`config.mk`:
```
export PLATFORM = sky130hd
export DESIGN_NAME = conversion_status_word
export DESIGN_NICKNAME = d
export VERILOG_FILES = /design/src/conversion_status_pkg.sv /design/src/conversion_status_word.sv
export VERILOG_INCLUDE_DIRS = /design/src
export SDC_FILE = /design/constraint.sdc
export NUM_CORES = 1
export LEC_CHECK = 0
export BUFFER_PORTS_ARGS = -buffer_cell sky130_fd_sc_hd__buf_2
export CAP_MARGIN = 5
export CORE_ASPECT_RATIO = 1.25
export CORE_MARGIN = 5
export CORE_UTILIZATION = 36
export DETAILED_ROUTE_END_ITERATION = 12
export PLACE_DENSITY = 0.74
export SYNTH_ARGS = -nofsm -noshare
export SYNTH_HDL_FRONTEND = slang
export SYNTH_SLANG_ARGS = --single-unit
```
`constraint.sdc`:
```
create_clock -name clk_sys -period 0.8 [get_ports clk_sys]
set_input_delay 0.08 -clock clk_sys [delete_from_list [all_inputs] [get_ports clk_sys]]
set_output_delay 0.08 -clock clk_sys [all_outputs]
set_load 0.05 [all_outputs]
```
`src/conversion_status_word_cfg.svh`:
```
// Register offsets, field positions and reset values for the conversion status word.
// Assumes inclusion by the package and the design module only.
`ifndef CONVERSION_STATUS_WORD_CFG_SVH
`define CONVERSION_STATUS_WORD_CFG_SVH
`define CSW_ADDR_W 8
`define CSW_OFS_PRECEDING 8'h01
`define CSW_OFS_PROGRESS 8'h02
`define CSW_PROGRESS_RESET 16'h0000
`define CSW_BIT_SEQ_HI 15
`define CSW_BIT_SEQ_LO 14
`define CSW_BIT_CONVA_HI 11
`define CSW_BIT_CONVA_LO 10
`define CSW_BIT_CONVB_HI 9
`define CSW_BIT_CONVB_LO 8
`define CSW_BIT_RUNNING 1
`define CSW_BIT_CLOCK 1
`define CSW_BIT_MODE 0
`define CSW_VADC_CFG_FIRST 8'h8c
`define CSW_VADC_CFG_LAST 8'h9f
`endif

```
`src/conversion_status_pkg.sv`:
```
// Types shared by the conversion status word logic.
// Assumes the cfg header supplies the address width; the 2-bit counter and 16-bit word widths are fixed here.
`include "conversion_status_word_cfg.svh"
package conversion_status_pkg;
    typedef logic [1:0] wrap_count_t;
    typedef logic [15:0] status_word_t;
    typedef logic [`CSW_ADDR_W-1:0] reg_addr_t;
endpackage : conversion_status_pkg

```
`src/conversion_status_word.sv`:
```
// Status word logic: clock/mode bits and the low status word with counters.
// Assumes event strobes and enables come from logic on clk_sys; no synchronisers.
// What this block does
// - The clock bit reads 0 on the internal oscillator and 1 on an external clock.
// - The mode bit reads 0 in active mode and 1 in standby or power-down.
// - Bits 15:14 count completed voltage-ADC sequences, wrapping at four.
// - The sequence counter clears when the voltage ADC is disabled, in standby or on reset.
// - Bits 11:10 count completed conversions of current ADC A, wrapping at four.
// - The ADC A counter clears when that ADC is disabled, in standby or on reset.
// - Bits 9:8 count completed conversions of current ADC B, wrapping at four.
// - The ADC B counter clears when that ADC is disabled, in standby or on reset.
// - Bit 1 follows voltage_sequence_running gated by voltage_adc_enable, two edges late.
`timescale 1ns/1ps
`include "conversion_status_word_cfg.svh"
module conversion_status_word
    import conversion_status_pkg::*;
(
    // Clock and reset
    input wire logic clk_sys,
    input wire logic rst,
    // Device state
    input wire logic ext_clock_in_use,
    input wire logic standby_or_powerdown,
    input wire logic voltage_adc_enable,
    input wire logic current_adc_a_enable,
    input wire logic current_adc_b_enable,
    // Completion events, one-cycle pulses, then the sequence-running level
    input wire logic voltage_sequence_done,
    input wire logic current_adc_a_conv_done,
    input wire logic current_adc_b_conv_done,
    input wire logic voltage_sequence_running,
    // Register read port
    input wire logic reg_rd,
    input wire logic reg_wr,
    input wire reg_addr_t reg_addr,
    input wire status_word_t reg_wdata,
    output logic [15:0] reg_rdata_ff,
    // Decoded status outputs
    output logic clock_source_ff,
    output logic mode_standby_ff,
    output logic [15:0] progress_word_ff
);

    function automatic wrap_count_t step_count(input wrap_count_t cur, input logic clr,
                                               input logic ev);
        if (clr) begin
            return 2'h0;
        end else if (ev) begin
            return wrap_count_t'(cur + 2'h1);
        end
        return cur;
    endfunction : step_count

    // Clear wins over a completion landing in the same cycle
    function automatic logic clear_cond(input logic enable, input logic low_power);
        return ~enable | low_power;
    endfunction : clear_cond

    // Counter group
    wrap_count_t seq_cnt_ff;
    wrap_count_t conv_a_cnt_ff;
    wrap_count_t conv_b_cnt_ff;
    wrap_count_t nxt_seq_cnt;
    wrap_count_t nxt_conv_a_cnt;
    wrap_count_t nxt_conv_b_cnt;
    logic running_ff;
    logic nxt_running;
    // Status group
    logic nxt_clock_source;
    logic nxt_mode_standby;
    status_word_t nxt_progress_word;
    // Read group
    status_word_t nxt_reg_rdata;
    logic unused_wr;

    // Writes have no effect on read-only status
    assign unused_wr = reg_wr ^ (|reg_wdata);

    // Completion counters and the running flag
    always_comb begin
        nxt_seq_cnt = step_count(seq_cnt_ff,
                                 clear_cond(voltage_adc_enable, standby_or_powerdown),
                                 voltage_sequence_done);
        nxt_conv_a_cnt = step_count(conv_a_cnt_ff,
                                    clear_cond(current_adc_a_enable, standby_or_powerdown),
                                    current_adc_a_conv_done);
        nxt_conv_b_cnt = step_count(conv_b_cnt_ff,
                                    clear_cond(current_adc_b_enable, standby_or_powerdown),
                                    current_adc_b_conv_done);
        // Disabled ADC cannot be mid-sequence
        nxt_running = voltage_sequence_running & voltage_adc_enable;
    end

    always_ff @(posedge clk_sys or posedge rst) begin
        if (rst) begin
            seq_cnt_ff <= 2'h0;
            conv_a_cnt_ff <= 2'h0;
            conv_b_cnt_ff <= 2'h0;
            running_ff <= 1'b0;
        end else begin
            seq_cnt_ff <= nxt_seq_cnt;
            conv_a_cnt_ff <= nxt_conv_a_cnt;
            conv_b_cnt_ff <= nxt_conv_b_cnt;
            running_ff <= nxt_running;
        end
    end

    // Status outputs; the word lags the counters by one edge
    always_comb begin
        nxt_clock_source = ext_clock_in_use;
        nxt_mode_standby = standby_or_powerdown;
        nxt_progress_word = `CSW_PROGRESS_RESET;
        nxt_progress_word[`CSW_BIT_SEQ_HI:`CSW_BIT_SEQ_LO] = seq_cnt_ff;
        nxt_progress_word[`CSW_BIT_CONVA_HI:`CSW_BIT_CONVA_LO] = conv_a_cnt_ff;
        nxt_progress_word[`CSW_BIT_CONVB_HI:`CSW_BIT_CONVB_LO] = conv_b_cnt_ff;
        nxt_progress_word[`CSW_BIT_RUNNING] = running_ff;
    end

    always_ff @(posedge clk_sys or posedge rst) begin
        if (rst) begin
            clock_source_ff <= 1'b0;
            mode_standby_ff <= 1'b0;
            progress_word_ff <= `CSW_PROGRESS_RESET;
        end else begin
            clock_source_ff <= nxt_clock_source;
            mode_standby_ff <= nxt_mode_standby;
            progress_word_ff <= nxt_progress_word;
        end
    end

    // Read port; data holds until the next read strobe
    always_comb begin
        nxt_reg_rdata = reg_rdata_ff;
        if (reg_rd) begin
            if (reg_addr == `CSW_OFS_PROGRESS) begin
                nxt_reg_rdata = nxt_progress_word;
            end else if (reg_addr == `CSW_OFS_PRECEDING) begin
                nxt_reg_rdata = 16'h0000;
                nxt_reg_rdata[`CSW_BIT_CLOCK] = clock_source_ff;
                nxt_reg_rdata[`CSW_BIT_MODE] = mode_standby_ff;
            end else begin
                // Other registers live elsewhere
                nxt_reg_rdata = 16'h0000;
            end
        end
    end

    always_ff @(posedge clk_sys or posedge rst) begin
        if (rst) begin
            reg_rdata_ff <= 16'h0000;
        end else begin
            reg_rdata_ff <= nxt_reg_rdata;
        end
    end

    chk_seq_counter_step: assert property (@(posedge clk_sys) disable iff (rst)
        voltage_sequence_done && voltage_adc_enable && !standby_or_powerdown
        |=> seq_cnt_ff == 2'($past(seq_cnt_ff) + 2'h1))
        else $error("sequence counter did not advance");
    chk_seq_counter_clear: assert property (@(posedge clk_sys) disable iff (rst)
        (!voltage_adc_enable || standby_or_powerdown) |=> ##1
        progress_word_ff[15:14] == 2'h0)
        else $error("sequence counter not cleared");
    chk_conv_a_step: assert property (@(posedge clk_sys) disable iff (rst)
        current_adc_a_conv_done && current_adc_a_enable && !standby_or_powerdown
        |=> conv_a_cnt_ff == 2'($past(conv_a_cnt_ff) + 2'h1))
        else $error("adc a counter did not advance");
    chk_conv_a_clear: assert property (@(posedge clk_sys) disable iff (rst)
        (!current_adc_a_enable || standby_or_powerdown) |=> conv_a_cnt_ff == 2'h0)
        else $error("adc a counter not cleared");
    chk_conv_b_step: assert property (@(posedge clk_sys) disable iff (rst)
        current_adc_b_conv_done && current_adc_b_enable && !standby_or_powerdown
        |=> conv_b_cnt_ff == 2'($past(conv_b_cnt_ff) + 2'h1))
        else $error("adc b counter did not advance");
    chk_conv_b_clear: assert property (@(posedge clk_sys) disable iff (rst)
        (!current_adc_b_enable || standby_or_powerdown) |=> conv_b_cnt_ff == 2'h0)
        else $error("adc b counter not cleared");
    chk_running_bit: assert property (@(posedge clk_sys) disable iff (rst)
        voltage_sequence_running && voltage_adc_enable |=> ##1 progress_word_ff[1])
        else $error("running bit missing");
    chk_reserved_zero: assert property (@(posedge clk_sys) disable iff (rst)
        progress_word_ff[13:12] == 2'h0 && progress_word_ff[7:2] == 6'h00
        && !progress_word_ff[0])
        else $error("reserved bits not zero");
    chk_clock_mode_bits: assert property (@(posedge clk_sys) disable iff (rst)
        1'b1 |=> clock_source_ff == $past(ext_clock_in_use)
        && mode_standby_ff == $past(standby_or_powerdown))
        else $error("clock or mode bit wrong");
    chk_seq_counter_hold: assert property (@(posedge clk_sys) disable iff (rst)
        !voltage_sequence_done && voltage_adc_enable && !standby_or_powerdown
        |=> $stable(seq_cnt_ff))
        else $error("sequence counter moved without an event");
    chk_running_gate: assert property (@(posedge clk_sys) disable iff (rst)
        !voltage_adc_enable |=> ##1 !progress_word_ff[1])
        else $error("running bit set while adc disabled");
    chk_running_low: assert property (@(posedge clk_sys) disable iff (rst)
        !voltage_sequence_running |=> ##1 !progress_word_ff[1])
        else $error("running bit set with no sequence");
    chk_read_progress: assert property (@(posedge clk_sys) disable iff (rst)
        reg_rd && reg_addr == `CSW_OFS_PROGRESS
        |=> reg_rdata_ff[15:14] == $past(seq_cnt_ff)
        && reg_rdata_ff[11:10] == $past(conv_a_cnt_ff)
        && reg_rdata_ff[9:8] == $past(conv_b_cnt_ff))
        else $error("progress read data wrong");
    chk_read_clock_mode: assert property (@(posedge clk_sys) disable iff (rst)
        reg_rd && reg_addr == `CSW_OFS_PRECEDING
        |=> reg_rdata_ff == {14'h0000, $past(clock_source_ff), $past(mode_standby_ff)})
        else $error("clock and mode read data wrong");
    chk_read_other_zero: assert property (@(posedge clk_sys) disable iff (rst)
        reg_rd && reg_addr != `CSW_OFS_PRECEDING && reg_addr != `CSW_OFS_PROGRESS
        |=> reg_rdata_ff == 16'h0000)
        else $error("unmapped read not zero");
    chk_rdata_hold: assert property (@(posedge clk_sys) disable iff (rst)
        !reg_rd |=> $stable(reg_rdata_ff))
        else $error("read data changed without a read");

    cov_seq_wrap: cover property (@(posedge clk_sys) disable iff (rst)
        seq_cnt_ff == 2'h3 ##1 seq_cnt_ff == 2'h0);
    cov_both_current: cover property (@(posedge clk_sys) disable iff (rst)
        current_adc_a_conv_done && current_adc_b_conv_done);
    cov_progress_read: cover property (@(posedge clk_sys) disable iff (rst)
        reg_rd && reg_addr == `CSW_OFS_PROGRESS && seq_cnt_ff != 2'h0);
    cov_standby_clear: cover property (@(posedge clk_sys) disable iff (rst)
        standby_or_powerdown && conv_a_cnt_ff != 2'h0);
    cov_unmapped_read: cover property (@(posedge clk_sys) disable iff (rst)
        reg_rd && reg_addr != `CSW_OFS_PRECEDING && reg_addr != `CSW_OFS_PROGRESS);

endmodule : conversion_status_word

```
==> results.cfg, run 1 <==
[outcome]
status = finished, violations left
violations = negative setup slack

[synthesis]
avgSynthCellArea_um2 = 10.94
synthDistinctLibCells = 18
yosys_warnings = 0
synthCells = 95
synth_seq_cells = 24
syn_area_um2 = 1040
yosysSeqAreaShare = 0.5776

[route]
route.met2.wl_mm = 1.315
drt-initial-drc-count = 10
dr_wl_met3_um = 97
firstDrtPassIters = 2
top_layer = met4
ant_nets = 0
route.detailed.drc = 0
vias = 749
drt-met1-wl_um = 725
routed_wl_mm = 2.173
via_per_inst = 4.208
routedWlPerCell_um = 12.21

[sta]
rsz0062_at_grt = true
timing.hold.ws_ps = 21.29
slew_violations = 0
setup_ws_ps = -177.8
setup_viol = 22
hold_viol = 0
fmax_mhz = 1023
min_period_ps = 977.8
period_share = 1.222
skew_ps = 4.470

[worst_setup_path]
r2r_slack_ps = -50
cpLargestDelayFamily = flip-flops
cp.required_ps = 720
path_cells = buf_6
critical_path.slowest_cell = dfrtp_2
cp.arrival_ps = 900
cp-start-kind = register
critPathMaxFanout = 2
r2r-start = running_ff$_DFF_PP0_
critical_path_class = register to output port
endpoint_kind = output port
crit_buf_inv = 1
max_stage_delay_ps = 440
ff2ff_path_depth = 3
rr_endpoint = reg_rdata_ff[1]$_DFFE_PP0P_

[final_layout]
final_cell_mix = buf_6 (20), buf_2 (19), conb_1 (17), dfrtp_1 (15)
final_cell_count_no_fill = 178
final_util = 0.5348
antennaDiodeCount = 0
drive_above_1_share = 0.4236
multi_input_area_um2 = 336.6
ff_latch_area_um2 = 611.8
final_common_cell = buf_6
area_growth_pct = 40.55
nFillCells = 245
nets = 182

[clocking]
numCtsBuffers = 3
clk_pin_slew_worst_paths_ps = 120
root_buffer = clkbuf_4
cts_max_level = 1
cts_sinks = 24
worst_skew_pair.late_latency_ps = 300
cts_buffer_depth = 2
cts_tree = yes

[worst_hold_path]
holdPathEnd = conv_a_cnt_ff[0]$_DFFE_PP0P_
hold_path_class = input port to register
worstHoldStart = current_adc_a_enable
worstHoldPathCells = 3

[global_route]
grt_max_degree = 25
gr-total-overflow = 0
grt_use_total = 0.1086
grt_pass1_vias = 755
grt_first_pass_wirelength_mm = 3.394
antenna_found_initial = 0

[flow_run]
drv_cap = 0

[pwr]
power_uw = 2362
p_per_area_nw_per_um2 = 1616
vdd_drop_max_mv = 0.8269
leakage_uw = 0.0007240

[floorplanning]
coreArea_um2 = 2733
die_h_um = 70.09
design.die.area_um2 = 4070
start_util = 0.3805
rows = 21
die_w_um = 58.07
io_pins = 71

[placement]
io_buffers = 36
place.detailed.instances = 164
hpwlAfterDp_mm = 1.638
gp_congestion = 0.6638
## power by group
group | switching, µW | internal [µW]
sequential | 22.5 | 1240
combinational | 348 | 140
clock | 330 | 277
## metrics by stage
| step | setup slack, ps | instance area, µm² | setup TNS (ps) |
|---|---|---|---|
| global route | -209.6 | 1461 | -3570 |
| detailed placement | -236.3 | 1212 | -1469 |
| floorplan | -94.52 | 1111 | -94.52 |
| CTS | -184.7 | 1428 | -2845 |
| finish | -177.8 | 1461 | -2684 |
| global placement | -163.7 | 1212 | -1094 |
## sequential cells by signal, summed over array words and instances, names as in the netlist
name	flops
reg_rdata_ff	8
progress_word_ff	7
conv_b_cnt_ff	2
mode_standby_ff	1
running_ff	1
seq_cnt_ff	2
conv_a_cnt_ff	2
clock_source_ff	1
## area by class of cell
type                       instances  share of cell area
timing repair buffer              48              0.2740
inverter                           9             0.02312
tap                               34             0.02911
sequential                        24              0.4187
clock buffer                       4             0.02483
multi-input combinational         59              0.2303
## worst max path at each step
stage,cells past startpoint,slack (ps),to,start
2_1_floorplan,2,-90,reg_rdata_ff[1]$_DFFE_PP0P_,reg_rdata_ff[1]$_DFFE_PP0P_
3_3_place_gp,4,-160,reg_rdata_ff[9]$_DFFE_PP0P_,reg_addr[5]
3_5_place_dp,4,-240,reg_rdata_ff[15]$_DFFE_PP0P_,reg_addr[5]
4_1_cts,1,-180,reg_rdata_ff[10],reg_rdata_ff[10]$_DFFE_PP0P_
5_1_grt,1,-210,reg_rdata_ff[15],reg_rdata_ff[15]$_DFFE_PP0P_
6_report,1,-180,reg_rdata_ff[15],reg_rdata_ff[15]$_DFFE_PP0P_
## cell usage after synthesis
cell type | count | area (µm²)
dfrtp_1 | 24 | 600.6
o22ai_1 | 8 | 50.05
xor2_1 | 3 | 26.28
nand2b_1 | 3 | 18.77
buf_2 | 1 | 5.000
nor4_4 | 1 | 21.27
nand4b_4 | 1 | 23.77
nand2_1 | 11 | 41.29
clkbuf_1 | 1 | 3.750
nor2_1 | 7 | 26.28
xnor2_1 | 3 | 26.28
nand3_1 | 2 | 10.01
inv_1 | 9 | 33.78
buf_4 | 17 | 127.6
and2_1 | 1 | 6.260
conb_1 | 1 | 3.750
a2bb2oi_1 | 1 | 8.760
nor2b_1 | 1 | 6.260
## worst min-delay path, stage by stage
cell and delay (ps):
buf_2 100, nand2b_1 70, nor2_1 50
## per-layer routing
layer / track usage / vias to the layer above
li1: - / 362
met1: 0.1169 / 365
met2: 0.1997 / 20
met3: 0.01473 / 2
met4: 0.05412 / 0
met5: 0 / -
## timing repair
item                                    CTS  global route
gates resized for setup                  34             6
endpoints found under the setup margin   21            24
hold endpoints to repair                 27             0
hold buffers                              5             0
pin swaps                                 1             1
gates cloned                              0             0
setup buffers                             3             2
## cell families (layout without fill, tap and decap cells)
logic type,Yosys count,count (layout),synth area share
buffers and inverters,28,61,0.1636
AND/OR/NAND/NOR,27,27,0.1480
flip-flops,24,24,0.5776
AO/OA/AOI/OAI,9,9,0.05656
XOR/XNOR,6,6,0.05055
other,1,17,0.003607
No activity file was read; power rests on OpenSTA's default activity.
==> run 2: changes to the inputs <==
--- a/config.mk
+++ b/config.mk
@@ -13,6 +13,7 @@
 export CORE_UTILIZATION = 36
 export DETAILED_ROUTE_END_ITERATION = 12
 export PLACE_DENSITY = 0.74
+export SKIP_CTS_REPAIR_TIMING = 1
 export SYNTH_ARGS = -nofsm -noshare
 export SYNTH_HDL_FRONTEND = slang
 export SYNTH_SLANG_ARGS = --single-unit
==> run 2 against run 1 <==
Effect of this change: the flow still finishes with violations (negative setup slack); sequential share of layout area is 0.92 points higher; core utilization is 1.1 points lower; worst hold slack worse by 1.0 ps; global-route usage is 0.44 points lower; die area stayed put; register-to-register slack hardly changed; sequential power hardly changed; critical path depth stayed put; critical path type unchanged; largest cell class unchanged; highest routed layer unchanged.
==> results.cfg, run 2 (synthesis gave the netlist of run 1 again) <==
[placement]
place.detailed.instances = 164
io_buffers = 36
place_area_um2 = 1212
hpwlAfterDp_mm = 1.638
gp_congestion = 0.6638

[global_route]
grt_first_pass_wirelength_mm = 3.243
gr-total-overflow = 0
grt_pass1_vias = 726
antenna_found_initial = 0
grt_use_total = 0.1042
grt_max_degree = 25

[final_layout]
final_cell_count_no_fill = 176
nets = 180
drive_above_1_share = 0.4014
nFillCells = 250
final_common_cell = buf_2
final_design_area_no_fill_um2 = 1430
final_cell_mix = buf_2 (19), conb_1 (17), buf_6 (17), dfrtp_1 (15), nand2_1 (10)
top_register = reg_rdata_ff
top_regs = reg_rdata_ff (8), progress_word_ff (7)
largest_reg_flops = 8
area_growth_pct = 37.54
antennaDiodeCount = 0

[route]
vias = 733
drt-initial-drc-count = 17
route.detailed.drc = 0
routed_wl_mm = 2.167
via_per_inst = 4.165
firstDrtPassIters = 4
ant_nets = 0
routedWlPerCell_um = 12.31

[pwr]
power_uw = 2357
vdd_drop_max_mv = 0.8209
leakage_uw = 0.0007097
p_per_area_nw_per_um2 = 1648

[worst_setup_path]
cp-start-kind = register
path_cells = buf_6
crit_buf_inv = 1
max_stage_delay_ps = 440
cp.required_ps = 720
cp.arrival_ps = 900
critPathMaxFanout = 2
critical_path.slowest_cell = dfrtp_2
endpoint_kind = output port
critical_path_class = register to output port
cpLargestDelayFamily = flip-flops

[clocking]
cts_sinks = 24
root_buffer = clkbuf_4
worst_skew_pair.late_latency_ps = 300
clk_pin_slew_worst_paths_ps = 130
cts_max_level = 1
cts_buffer_depth = 2
numCtsBuffers = 3
cts_tree = yes

[outcome]
status = finished, violations left
violations = negative setup slack

[sta]
min_period_ps = 982.4
setup_viol = 22
setup_ws_ps = -182.4
fmax_mhz = 1018
hold_viol = 0
slew_violations = 0
period_share = 1.228
rsz0062_at_grt = true
skew_ps = 8.429

[floorplanning]
io_pins = 71
start_util = 0.3805
die_w_um = 58.07
coreArea_um2 = 2733
design.die.area_um2 = 4070
die_h_um = 70.09
rows = 21

[flow_run]
drv_cap = 0

[worst_hold_path]
hold_path_class = input port to register
[run 2: cell type report]
class / instances / area [µm²] / share of cell area
Clock buffer: 4 / 36.28 / 0.02537
Inverter: 9 / 33.78 / 0.02362
Sequential cell: 24 / 611.8 / 0.4278
Multi-Input combinational cell: 59 / 331.6 / 0.2318
Tap cell: 34 / 42.54 / 0.02975
Timing Repair Buffer: 46 / 374.1 / 0.2616
[run 2: per-layer routing]
layer  part of all wire  track usage  wire length, µm  vias up
li1                   -            -                -      358
met1               0.34       0.1010              747      351
met2               0.58       0.1997             1251       20
met3              0.049      0.01842              106        4
met4              0.028      0.05412               61        0
met5                  0            0                0        -
[run 2: tightest hold or removal path: stages]
cell,delay [ps]
buf_2,100
nand2b_1,70
nor2_1,50
[run 2: final timing paths]
check | cells after the start | startpoint | slack, ps | endpoint
max in group asynchronous | 4 | rst | 200 | reg_rdata_ff[11]$_DFFE_PP0P_
setup / recovery | 1 | reg_rdata_ff[15]$_DFFE_PP0P_ | -180 | reg_rdata_ff[15]
hold / removal | 3 | current_adc_a_enable | 20 | conv_a_cnt_ff[0]$_DFFE_PP0P_
hold reg to reg | 0 | running_ff$_DFF_PP0_ | 400 | progress_word_ff[1]$_DFF_PP0_
min in group asynchronous | 4 | rst | 340 | progress_word_ff[14]$_DFF_PP0_
setup reg to reg | 3 | running_ff$_DFF_PP0_ | -50 | reg_rdata_ff[1]$_DFFE_PP0P_
[run 2: where the power goes]
group | total, µW | internal (µW) | switching (µW)
clock | 617 | 277 | 340
combinational | 473 | 130 | 343
sequential | 1270 | 1240 | 22.4
[run 2: through the flow]
stage	util	TNS (ps)	worst slack [ps]	hold slack, ps
2_1_floorplan	-	-94.52	-94.52	93.99
3_3_place_gp	0.4437	-1094	-163.7	125.9
3_5_place_dp	0.4437	-1469	-236.3	140.9
4_1_cts	0.4570	-3766	-237.0	-198.0
5_1_grt	0.5234	-3575	-209.6	8.514
6_report	0.5234	-2724	-182.4	20.30
